<file path="src/design/ncs_pkg.sv">
// Package: register map, field layout and reset values of the NVM control regs
package ncs_pkg;
    // =========================================================
    // Register offsets (byte addresses on the local bus)
    localparam logic [15:0] CLKDIV_OFS  = 16'h3020;
    localparam logic [15:0] PROT_OFS    = 16'h3021;
    localparam logic [15:0] INDEX_OFS   = 16'h3022;
    localparam logic [15:0] STATUS_OFS  = 16'h3026;
    localparam logic [15:0] CMDHI_OFS   = 16'h302A;
    localparam logic [15:0] CMDLO_OFS   = 16'h302B;
    // Global address of the nonvolatile protection byte
    localparam logic [15:0] PROT_NV_ADDR = 16'hFF7F;
    // =========================================================
    // Field positions
    localparam int WRITTEN_BIT = 7;
    localparam int LOCK_BIT    = 6;
    localparam int DIV_W       = 6;
    localparam int UNLK_EN_HI  = 7;
    localparam int UNLK_EN_LO  = 6;
    localparam int SEC_HI      = 1;
    localparam int SEC_LO      = 0;
    localparam int DONE_BIT    = 7;
    localparam int IDX_W       = 3;
    // Encodings
    localparam logic [1:0] UNLK_EN_ON  = 2'h2;
    localparam logic [1:0] SEC_UNSEC   = 2'h2;
    // =========================================================
    // Reset values
    localparam logic [7:0] CLKDIV_RST  = 8'h00;
    localparam logic [7:0] INDEX_RST   = 8'h00;
    localparam logic [7:0] PROT_RST    = 8'h00;
    // Timing of the divided tick
    localparam int TICK_TARGET_KHZ = 1000;
    localparam int CLK_MHZ         = 100;
    // Cycles one stand-in flash operation lasts, in derived ticks
    localparam int OP_TICKS        = 4;
endpackage : ncs_pkg

</file>
<file path="src/design/ncs_tick_div.sv">
// Divider that turns the bus clock into the ~1 MHz algorithm tick
`timescale 1ns/1ps
module ncs_tick_div #(
    parameter int W = 6
) (
    input  wire logic         ref_clk,
    input  wire logic         rst_n,
    input  wire logic         ce,
    input  wire logic [W-1:0] div,
    input  wire logic         run,
    output logic              tick
);
    typedef struct packed {
        logic [W-1:0] cnt;
        logic         tick;
    } ncs_div_t;

    ncs_div_t s_r;
    ncs_div_t s_nxt;

    always_comb begin
        s_nxt      = s_r;
        s_nxt.tick = 1'b0;
        if (!run) begin
            s_nxt.cnt = '0;
        // Count 0..div, so div+1 bus cycles per tick
        end else if (s_r.cnt >= div) begin
            s_nxt.cnt  = '0;
            s_nxt.tick = 1'b1;
        end else begin
            s_nxt.cnt = s_r.cnt + W'(1);
        end
    end

    always_ff @(posedge ref_clk) begin
        if (!rst_n) begin
            s_r <= '0;
        end else if (ce) begin
            s_r <= s_nxt;
        end
    end

    assign tick = s_r.tick;

    property p_tick_gap;
        @(posedge ref_clk) disable iff (!rst_n)
        (ce && s_r.tick && run && div != '0) |=> !s_r.tick;
    endproperty
    a_tick_gap: assert property (p_tick_gap)
        else $error("tick on two cycles in a row");
endmodule : ncs_tick_div

</file>
<file path="src/design/ncs_nv_loader.sv">
// Reset-time fetch of the nonvolatile protection byte
`timescale 1ns/1ps
module ncs_nv_loader (
    input  wire logic        ref_clk,
    input  wire logic        rst_n,
    input  wire logic        ce,
    output logic             nv_rd,
    output logic [15:0]      nv_addr,
    input  wire logic [7:0]  nv_data,
    output logic             load,
    output logic [7:0]       byte_out,
    output logic             ready
);
    typedef enum logic [1:0] {LD_REQ, LD_WAIT, LD_DONE} ncs_ld_st_t;
    typedef struct packed {
        ncs_ld_st_t st;
        logic       load;
        logic [7:0] data;
    } ncs_ld_t;

    ncs_ld_t s_r;
    ncs_ld_t s_nxt;

    always_comb begin
        s_nxt      = s_r;
        s_nxt.load = 1'b0;
        case (s_r.st)
            LD_REQ:  s_nxt.st = LD_WAIT;
            LD_WAIT: begin
                // Memory answers one cycle after the read strobe
                s_nxt.st   = LD_DONE;
                s_nxt.data = nv_data;
                s_nxt.load = 1'b1;
            end
            LD_DONE: s_nxt.st = LD_DONE;
            default: s_nxt.st = LD_REQ;
        endcase
    end

    always_ff @(posedge ref_clk) begin
        if (!rst_n) begin
            s_r <= '{st: LD_REQ, load: 1'b0, data: 8'h00};
        end else if (ce) begin
            s_r <= s_nxt;
        end
    end

    assign nv_rd    = (s_r.st == LD_REQ);
    assign nv_addr  = ncs_pkg::PROT_NV_ADDR;
    assign load     = s_r.load;
    assign byte_out = s_r.data;
    assign ready    = (s_r.st == LD_DONE);
endmodule : ncs_nv_loader

</file>
<file path="src/design/ncs_regs.sv">
// NVM clock divider, protection and command index registers
//
// Behaviour
// - Bit 7 of the divider register reads 1 once it is written while idle after reset.
// - With the lock bit 6 set the divider ignores writes until reset.
// - The six-bit divider derives a ~1 MHz tick that times operations.
// - The protection register reads fully and ignores software writes.
// - The protection register is loaded from the byte at 0xFF7F at reset.
// - Backdoor unlock is enabled only by the field value 10 in bits 7-6.
// - The security field means unsecured only for the encoding 10.
// - A backdoor unlock forces the security field to 10.
// - Bits 7-3 of the command index register always read 0.
// - The index low bits pick the command word reads and writes reach.
// - The done flag sets when a launched operation finishes.
`timescale 1ns/1ps
module ncs_regs #(
    parameter int WORDS = 8
) (
    input  wire logic        ref_clk,
    input  wire logic        rst_n,
    input  wire logic        ce,
    input  wire logic [15:0] addr,
    input  wire logic [7:0]  wdata,
    input  wire logic        wr,
    input  wire logic        rd,
    output logic [7:0]       rdata,
    input  wire logic        backdoor_unlock,
    output logic             nv_rd,
    output logic [15:0]      nv_addr,
    input  wire logic [7:0]  nv_data,
    output logic             unsecured,
    output logic             backdoor_enabled,
    output logic             divider_written_flag,
    output logic             command_done_flag,
    output logic             algo_tick
);
    localparam int IW = ncs_pkg::IDX_W;
    localparam int DW = ncs_pkg::DIV_W;

    typedef enum logic [1:0] {OP_IDLE, OP_RUN} ncs_op_st_t;

    typedef struct packed {
        logic [DW-1:0]  divider_value;
        logic           divider_written_flag;
        logic           divider_lock_flag;
        logic [7:0]     prot;
        logic [IW-1:0]  command_word_index;
        logic           command_done_flag;
        ncs_op_st_t     op;
        logic [3:0]     ticks;
        logic [7:0]     rdata;
        logic           unsecured;
        logic           bd_en;
        logic           tick_o;
        logic           nv_rd;
        logic [15:0]    nv_addr;
    } ncs_regs_t;

    ncs_regs_t s_r;
    ncs_regs_t s_nxt;

    // =========================================================
    // Command object words, high and low bytes
    logic [7:0] cmd_hi [WORDS];
    logic [7:0] cmd_lo [WORDS];

    // =========================================================
    // Submodules
    logic       tick;
    logic       ld_rd;
    logic [15:0] ld_addr;
    logic       ld_load;
    logic [7:0] ld_byte;
    logic       ld_ready;

    ncs_tick_div #(
        .W (DW)
    ) u_div (
        .ref_clk (ref_clk),
        .rst_n   (rst_n),
        .ce      (ce),
        .div     (s_r.divider_value),
        .run     (s_r.op == OP_RUN),
        .tick    (tick)
    );

    ncs_nv_loader u_ld (
        .ref_clk  (ref_clk),
        .rst_n    (rst_n),
        .ce       (ce),
        .nv_rd    (ld_rd),
        .nv_addr  (ld_addr),
        .nv_data  (nv_data),
        .load     (ld_load),
        .byte_out (ld_byte),
        .ready    (ld_ready)
    );

    // Backdoor request comes from outside the clock domain
    logic [1:0] bd_sync_r;
    always_ff @(posedge ref_clk) begin
        if (!rst_n) begin
            bd_sync_r <= 2'h0;
        end else if (ce) begin
            bd_sync_r <= {bd_sync_r[0], backdoor_unlock};
        end
    end

    // =========================================================
    // Decode
    logic wr_div;
    logic wr_idx;
    logic wr_stat;
    logic wr_hi;
    logic wr_lo;
    logic bd_key_on;

    assign wr_div  = wr && addr == ncs_pkg::CLKDIV_OFS;
    assign wr_idx  = wr && addr == ncs_pkg::INDEX_OFS;
    assign wr_stat = wr && addr == ncs_pkg::STATUS_OFS;
    assign wr_hi   = wr && addr == ncs_pkg::CMDHI_OFS;
    assign wr_lo   = wr && addr == ncs_pkg::CMDLO_OFS;
    assign bd_key_on =
        s_r.prot[ncs_pkg::UNLK_EN_HI:ncs_pkg::UNLK_EN_LO]
        == ncs_pkg::UNLK_EN_ON;

    always_comb begin
        s_nxt         = s_r;
        s_nxt.rdata   = 8'h00;
        s_nxt.tick_o  = tick;
        s_nxt.nv_rd   = ld_rd;
        s_nxt.nv_addr = ld_addr;

        // Divider writes only while idle and unlocked
        if (wr_div && s_r.command_done_flag) begin
            s_nxt.divider_written_flag = 1'b1;
            if (!s_r.divider_lock_flag) begin
                s_nxt.divider_value     = wdata[DW-1:0];
                s_nxt.divider_lock_flag = wdata[ncs_pkg::LOCK_BIT];
            end
        end

        if (wr_idx) begin
            s_nxt.command_word_index = wdata[IW-1:0];
        end

        // Protection byte: reset-time load only, bus writes dropped
        if (ld_load) begin
            s_nxt.prot = ld_byte;
        end
        // Backdoor only counts once the byte is loaded
        if (ld_ready && bd_sync_r[1] && bd_key_on) begin
            s_nxt.prot[ncs_pkg::SEC_HI:ncs_pkg::SEC_LO] =
                ncs_pkg::SEC_UNSEC;
        end
        s_nxt.bd_en     = bd_key_on;
        s_nxt.unsecured = s_r.prot[ncs_pkg::SEC_HI:ncs_pkg::SEC_LO]
                          == ncs_pkg::SEC_UNSEC;

        // Minimal operation timer standing in for the sequencer
        case (s_r.op)
            OP_IDLE: begin
                // Writing 1 to the done flag clears it and launches
                if (wr_stat && wdata[ncs_pkg::DONE_BIT]
                    && s_r.command_done_flag) begin
                    s_nxt.command_done_flag = 1'b0;
                    s_nxt.op                = OP_RUN;
                    s_nxt.ticks             = 4'h0;
                end
            end
            OP_RUN: begin
                if (tick) begin
                    s_nxt.ticks = s_r.ticks + 4'h1;
                    if (s_r.ticks == 4'(ncs_pkg::OP_TICKS - 1)) begin
                        s_nxt.command_done_flag = 1'b1;
                        s_nxt.op                = OP_IDLE;
                    end
                end
            end
            default: s_nxt.op = OP_IDLE;
        endcase

        if (rd) begin
            case (addr)
                ncs_pkg::CLKDIV_OFS: s_nxt.rdata =
                    {s_r.divider_written_flag, s_r.divider_lock_flag,
                     s_r.divider_value};
                ncs_pkg::PROT_OFS:   s_nxt.rdata = s_r.prot;
                ncs_pkg::INDEX_OFS:  s_nxt.rdata =
                    {5'h00, s_r.command_word_index};
                ncs_pkg::STATUS_OFS: s_nxt.rdata =
                    {s_r.command_done_flag, 7'h00};
                ncs_pkg::CMDHI_OFS:  s_nxt.rdata =
                    cmd_hi[s_r.command_word_index];
                ncs_pkg::CMDLO_OFS:  s_nxt.rdata =
                    cmd_lo[s_r.command_word_index];
                default:             s_nxt.rdata = 8'h00;
            endcase
        end
    end

    always_ff @(posedge ref_clk) begin
        if (!rst_n) begin
            s_r <= '{divider_value: ncs_pkg::CLKDIV_RST[DW-1:0],
                     divider_written_flag: 1'b0,
                     divider_lock_flag: 1'b0,
                     prot: ncs_pkg::PROT_RST,
                     command_word_index: ncs_pkg::INDEX_RST[IW-1:0],
                     command_done_flag: 1'b1,
                     op: OP_IDLE,
                     ticks: 4'h0,
                     rdata: 8'h00,
                     unsecured: 1'b0,
                     bd_en: 1'b0,
                     tick_o: 1'b0,
                     nv_rd: 1'b0,
                     nv_addr: 16'h0000};
        end else if (ce) begin
            s_r <= s_nxt;
        end
    end

    // Array has no reset; software loads words before launch
    always_ff @(posedge ref_clk) begin
        if (ce && s_r.command_done_flag) begin
            if (wr_hi) begin
                cmd_hi[s_r.command_word_index] <= wdata;
            end
            if (wr_lo) begin
                cmd_lo[s_r.command_word_index] <= wdata;
            end
        end
    end

    assign rdata                = s_r.rdata;
    assign unsecured            = s_r.unsecured;
    assign backdoor_enabled     = s_r.bd_en;
    assign divider_written_flag = s_r.divider_written_flag;
    assign command_done_flag    = s_r.command_done_flag;
    assign algo_tick            = s_r.tick_o;
    assign nv_rd                = s_r.nv_rd;
    assign nv_addr              = s_r.nv_addr;

    // =========================================================
    // Checks
    property p_lock_holds;
        @(posedge ref_clk) disable iff (!rst_n)
        (ce && s_r.divider_lock_flag) |=>
            (s_r.divider_lock_flag && $stable(s_r.divider_value));
    endproperty
    a_lock_holds: assert property (p_lock_holds)
        else $error("locked divider changed");

    property p_written_set;
        @(posedge ref_clk) disable iff (!rst_n)
        (ce && wr_div && s_r.command_done_flag) |=> s_r.divider_written_flag;
    endproperty
    a_written_set: assert property (p_written_set)
        else $error("written flag not set");

    property p_written_sticky;
        @(posedge ref_clk) disable iff (!rst_n)
        s_r.divider_written_flag |=> s_r.divider_written_flag;
    endproperty
    a_written_sticky: assert property (p_written_sticky)
        else $error("written flag dropped");

    property p_busy_ignore;
        @(posedge ref_clk) disable iff (!rst_n)
        (wr_div && !s_r.command_done_flag) |=>
            ($stable(s_r.divider_value) && $stable(s_r.divider_lock_flag));
    endproperty
    a_busy_ignore: assert property (p_busy_ignore)
        else $error("divider changed while busy");

    property p_prot_ro;
        @(posedge ref_clk) disable iff (!rst_n)
        // Load cycle itself is the one legal change besides the backdoor
        (ld_ready && !ld_load && !bd_sync_r[1]) |=> $stable(s_r.prot);
    endproperty
    a_prot_ro: assert property (p_prot_ro)
        else $error("protection register changed");

    property p_prot_load;
        @(posedge ref_clk) disable iff (!rst_n)
        (ce && ld_load && !bd_sync_r[1]) |=> s_r.prot == $past(ld_byte);
    endproperty
    a_prot_load: assert property (p_prot_load)
        else $error("protection byte not loaded");

    property p_index_read;
        @(posedge ref_clk) disable iff (!rst_n)
        (ce && rd && addr == ncs_pkg::INDEX_OFS) |=> rdata[7:3] == 5'h00;
    endproperty
    a_index_read: assert property (p_index_read)
        else $error("index upper bits not zero");

    property p_backdoor_unlock_enable;
        @(posedge ref_clk) disable iff (!rst_n)
        ce |=> backdoor_enabled == ($past(s_r.prot[7:6]) == 2'h2);
    endproperty
    a_backdoor_unlock_enable: assert property (p_backdoor_unlock_enable)
        else $error("backdoor enable decode wrong");

    property p_unsec;
        @(posedge ref_clk) disable iff (!rst_n)
        ce |=> unsecured == ($past(s_r.prot[1:0]) == 2'h2);
    endproperty
    a_unsec: assert property (p_unsec)
        else $error("security decode wrong");

    property p_force;
        @(posedge ref_clk) disable iff (!rst_n)
        (ce && ld_ready && bd_sync_r[1] && bd_key_on && !ld_load)
            |=> s_r.prot[1:0] == 2'h2;
    endproperty
    a_force: assert property (p_force)
        else $error("backdoor did not unsecure");

    property p_done_after_run;
        @(posedge ref_clk) disable iff (!rst_n)
        (ce && s_r.op == OP_RUN && tick && s_r.ticks == 4'h3)
            |=> command_done_flag;
    endproperty
    a_done_after_run: assert property (p_done_after_run)
        else $error("done flag not set at end");
endmodule : ncs_regs

</file>
<file path="config.mk">
export PLATFORM = sky130hd
export DESIGN_NAME = ncs_regs
export DESIGN_NICKNAME = d
export VERILOG_FILES = /design/src/design/ncs_pkg.sv /design/src/design/ncs_tick_div.sv /design/src/design/ncs_nv_loader.sv /design/src/design/ncs_regs.sv
export SDC_FILE = /design/constraint.sdc
export NUM_CORES = 1
export LEC_CHECK = 0
export BUFFER_PORTS_ARGS = -buffer_cell sky130_fd_sc_hd__buf_2
export CORE_MARGIN = 2
export CORE_UTILIZATION = 44
export DETAILED_ROUTE_END_ITERATION = 16
export GPL_TIMING_DRIVEN = 0
export MAX_ROUTING_LAYER = met4
export PLACE_DENSITY_LB_ADDON = 0.1
export SLEW_MARGIN = 20
export SYNTH_ARGS = -nofsm -noshare
export SYNTH_HDL_FRONTEND = slang
export SYNTH_SLANG_ARGS = --single-unit
</file>
<file path="constraint.sdc">
create_clock -name ref_clk -period 8.3 [get_ports ref_clk]
set_input_delay 1.66 -clock ref_clk [delete_from_list [all_inputs] [get_ports ref_clk]]
set_output_delay 1.66 -clock ref_clk [all_outputs]
set_load 0.01 [all_outputs]
</file>
==> results.tsv <==
metric	value	unit
total power	1.91	mW
mean post-synth cell area	13.6	um2
setup violators final	0	
Hold Path Depth	2	
H-tree levels	4	
final worst path period share	0.456	
initial antenna violation count	0	
top achievable clock speed	264	MHz
gr usage total	0.202	
Max FO, Critical Path	6	
root buf cell	clkbuf_16	
Hold Crit Class	reg2reg	
Resize count post-CTS	0	
crit start category	primary input	
Top FF cell, synth	edfxtp_1	
CORE AREA	18000	um2
post-place setup slack	4.07	ns
Max rail drop VDD	143	uV
setup bufs post-CTS	0	
post-synth top area cell	edfxtp_1	
WL final	18400	um
Fin Setup TNS	0	ns
synth top area cells	edfxtp_1 48%, dfxtp_1 15%, mux4_2 8.9%	
Buffers on Ports	66	
Num CTS Buffers	17	
Hold Fails Final Rpt	0	
Die ar.	19400	um2
row count	49	
Mapped Area	8050	um2
CTS Buffer Depth	2	
Distinct cells, synth	53	
crit path kind	in2reg	
yosys warns	0	
CP cell instances	buf_2, nor4b_4, nand4_2, or4_1, nor4_2, buf_2	
die width	139	um
Post-route DRC	0	
Max Clock Skew	0.0132	ns
most common cell in the netlist	edfxtp_1	
worst-margin pin slew	1.03	ns
Crit path arrival time	3.92	ns
Syn-to-layout area delta	16.0	%
Fillers	1553	
async set or reset register ratio after synthesis	0	
DRT iter0 DRCs	438	
final core occ	0.520	
Vias/cell	5.63	
number of nets in the layout	730	
Cells after Synth	592	
most frequent cells after synthesis	128 x edfxtp_1, 69 x nand2_1, 60 x dfxtp_1	
ANT nets after route	0	
CTS Sinks	188	
Post-synth EDFFs	128	
Die Y	139	um
leakage	3.23	nW
synthesized net count	641	
Reg area	5040	um2
I/O pin total	68	
setup ws final	4.51	ns
status	finished clean	
startpoint of the worst hold path	u_ld.byte_out[5]	
share of cells above drive strength 1	0.265	
share of the yosys chip area belonging to registers	0.626	
CP most frequent cell	buf_2	
clk slew on worst S/H paths	0.07	ns
DR WL/cell	19.9	um
grt total ovfl	0	
first-pass GRT wire length	28700	um
worst reg2reg path depth	4	
largest family of logic cells by synthesized area	simple AND/OR/NAND/NOR gates	
CTS tree	done	
multiplexer share of the synthesized area	0.112	
hold endpoint	u_ld.byte_out[5]	
Initial Utilization	0.448	
vias in the first global route	5045	
reg-to-reg setup timing slack	5.90	ns
RR Endpoint	cmd_lo[0][4]	
max cap viols	0	
worst r2r src	command_done_flag	
pin count of the biggest net entering global routing	21	
Synth top area share	0.477	
power density cells	204	nW/um2
max_slew headroom	0.309	
routability cong.	0.831	
Vias	5193	
area share of fa/ha/maj cells after synthesis	0.0171	
hold_buf cts	0	
Pre-antenna DRT Iters	4	
number of flip-flops and latches in the synthesized netlist	188	
Tmin final	3.79	ns
post-DP HPWL	12900	um
area of the multi-input gates	2690	um2
WP data required	8.43	ns
Ant. Diodes	0	
Clock Latency Late Sink	0.43	ns
Slew Limit Fails	0	
complex-gate fraction of the synthesized area	0.0620	
RSZ-0062 raised after global routing	no	
crit end category	flip-flop	
Post-Synth XOR/XNOR Area	0.00652	
Synth Area in Simple Gates	0.131	
Crit path largest cell delay	0.67	ns
Crit-path slowest cell	or4_1	
## worst max-delay path, delay by kind of cell
family / cells / cell delay (ns)
buffers and inverters: 2 / 0.43
and+or+nand+nor: 4 / 1.82
## registers in the layout, indices dropped and copies added (netlist names), named ones only
name and cells:
command_done_flag 1, u_ld.load 1, backdoor_enabled 1, rdata 8, cmd_lo 64, unsecured 1
u_ld.byte_out 8, s_r 23, cmd_hi 64, u_div.tick 1, u_ld.s_r 2, nv_addr 1
bd_sync_r 2, u_div.s_r 6, algo_tick 1, divider_written_flag 1
## layer usage
| layer | global-route usage | part of all wire | up-vias |
|---|---|---|---|
| li1 | - | - | 2382 |
| met1 | 0.282 | 0.46 | 2599 |
| met2 | 0.304 | 0.47 | 189 |
| met3 | 0.0344 | 0.061 | 23 |
| met4 | 0.0691 | 0.015 | 0 |
| met5 | - | 0 | - |
## power by group
part           total (mW)  internal [mW]  switching [mW]  leakage, nW
Clock               0.829          0.435           0.393        0.301
Sequential           1.01           1.00         0.00363         1.63
Combinational      0.0761         0.0288          0.0473         1.29
Total                1.91           1.47           0.444         3.23
## cells in the final DEF, fill, tap and decap left out, drive strengths merged, types with 18 or more instances in the layout
master / instances
inv: 22
dfxtp: 60
nand2: 69
mux2i: 18
clkbuf: 32
nor2b: 27
mux4: 32
edfxtp: 128
nand3: 27
buf: 110
## worst max path at each step
| stage | from | end | slack (ns) | cells after the start |
|---|---|---|---|---|
| after CTS | addr[4] | cmd_hi[1][2] | 4.53 | 6 |
| final | addr[4] | cmd_lo[0][4] | 4.51 | 6 |
| after detailed placement | addr[4] | cmd_hi[6][4] | 4.07 | 6 |
| after global placement | addr[9] | cmd_lo[0][4] | 3.20 | 5 |
| after floorplan | addr[4] | cmd_lo[0][0] | 4.29 | 4 |
| after global routing | addr[4] | cmd_hi[1][2] | 4.36 | 6 |
## through the flow
step                      cell area, um2  std cells  hold slack, ns
after floorplan                     8050        592           0.443
after global placement              8670        887           0.458
after detailed placement            8730        891           0.461
after CTS                           9340        923           0.471
after global routing                9340        923           0.491
final                               9340        923           0.467
## layout make-up
type,instances,area share
Multi-Input combinational cell,336,0.287
Inverter,13,0.00522
Clock inverter,15,0.0197
Sequential cell,188,0.540
Timing Repair Buffer,70,0.0383
Tap cell,229,0.0307
Buffer,55,0.0333
Clock buffer,17,0.0455
## logic make-up after synthesis
logic type                 after synthesis
and+or+nand+nor                        193
DFF                                    188
AOI/OAI and AO/OA                       75
buffers and inverters                   68
muxes                                   50
adders and majority gates               11
xor gates and xnor gates                 6
other                                    1
Note: power is estimated with default switching activity, not from simulation.
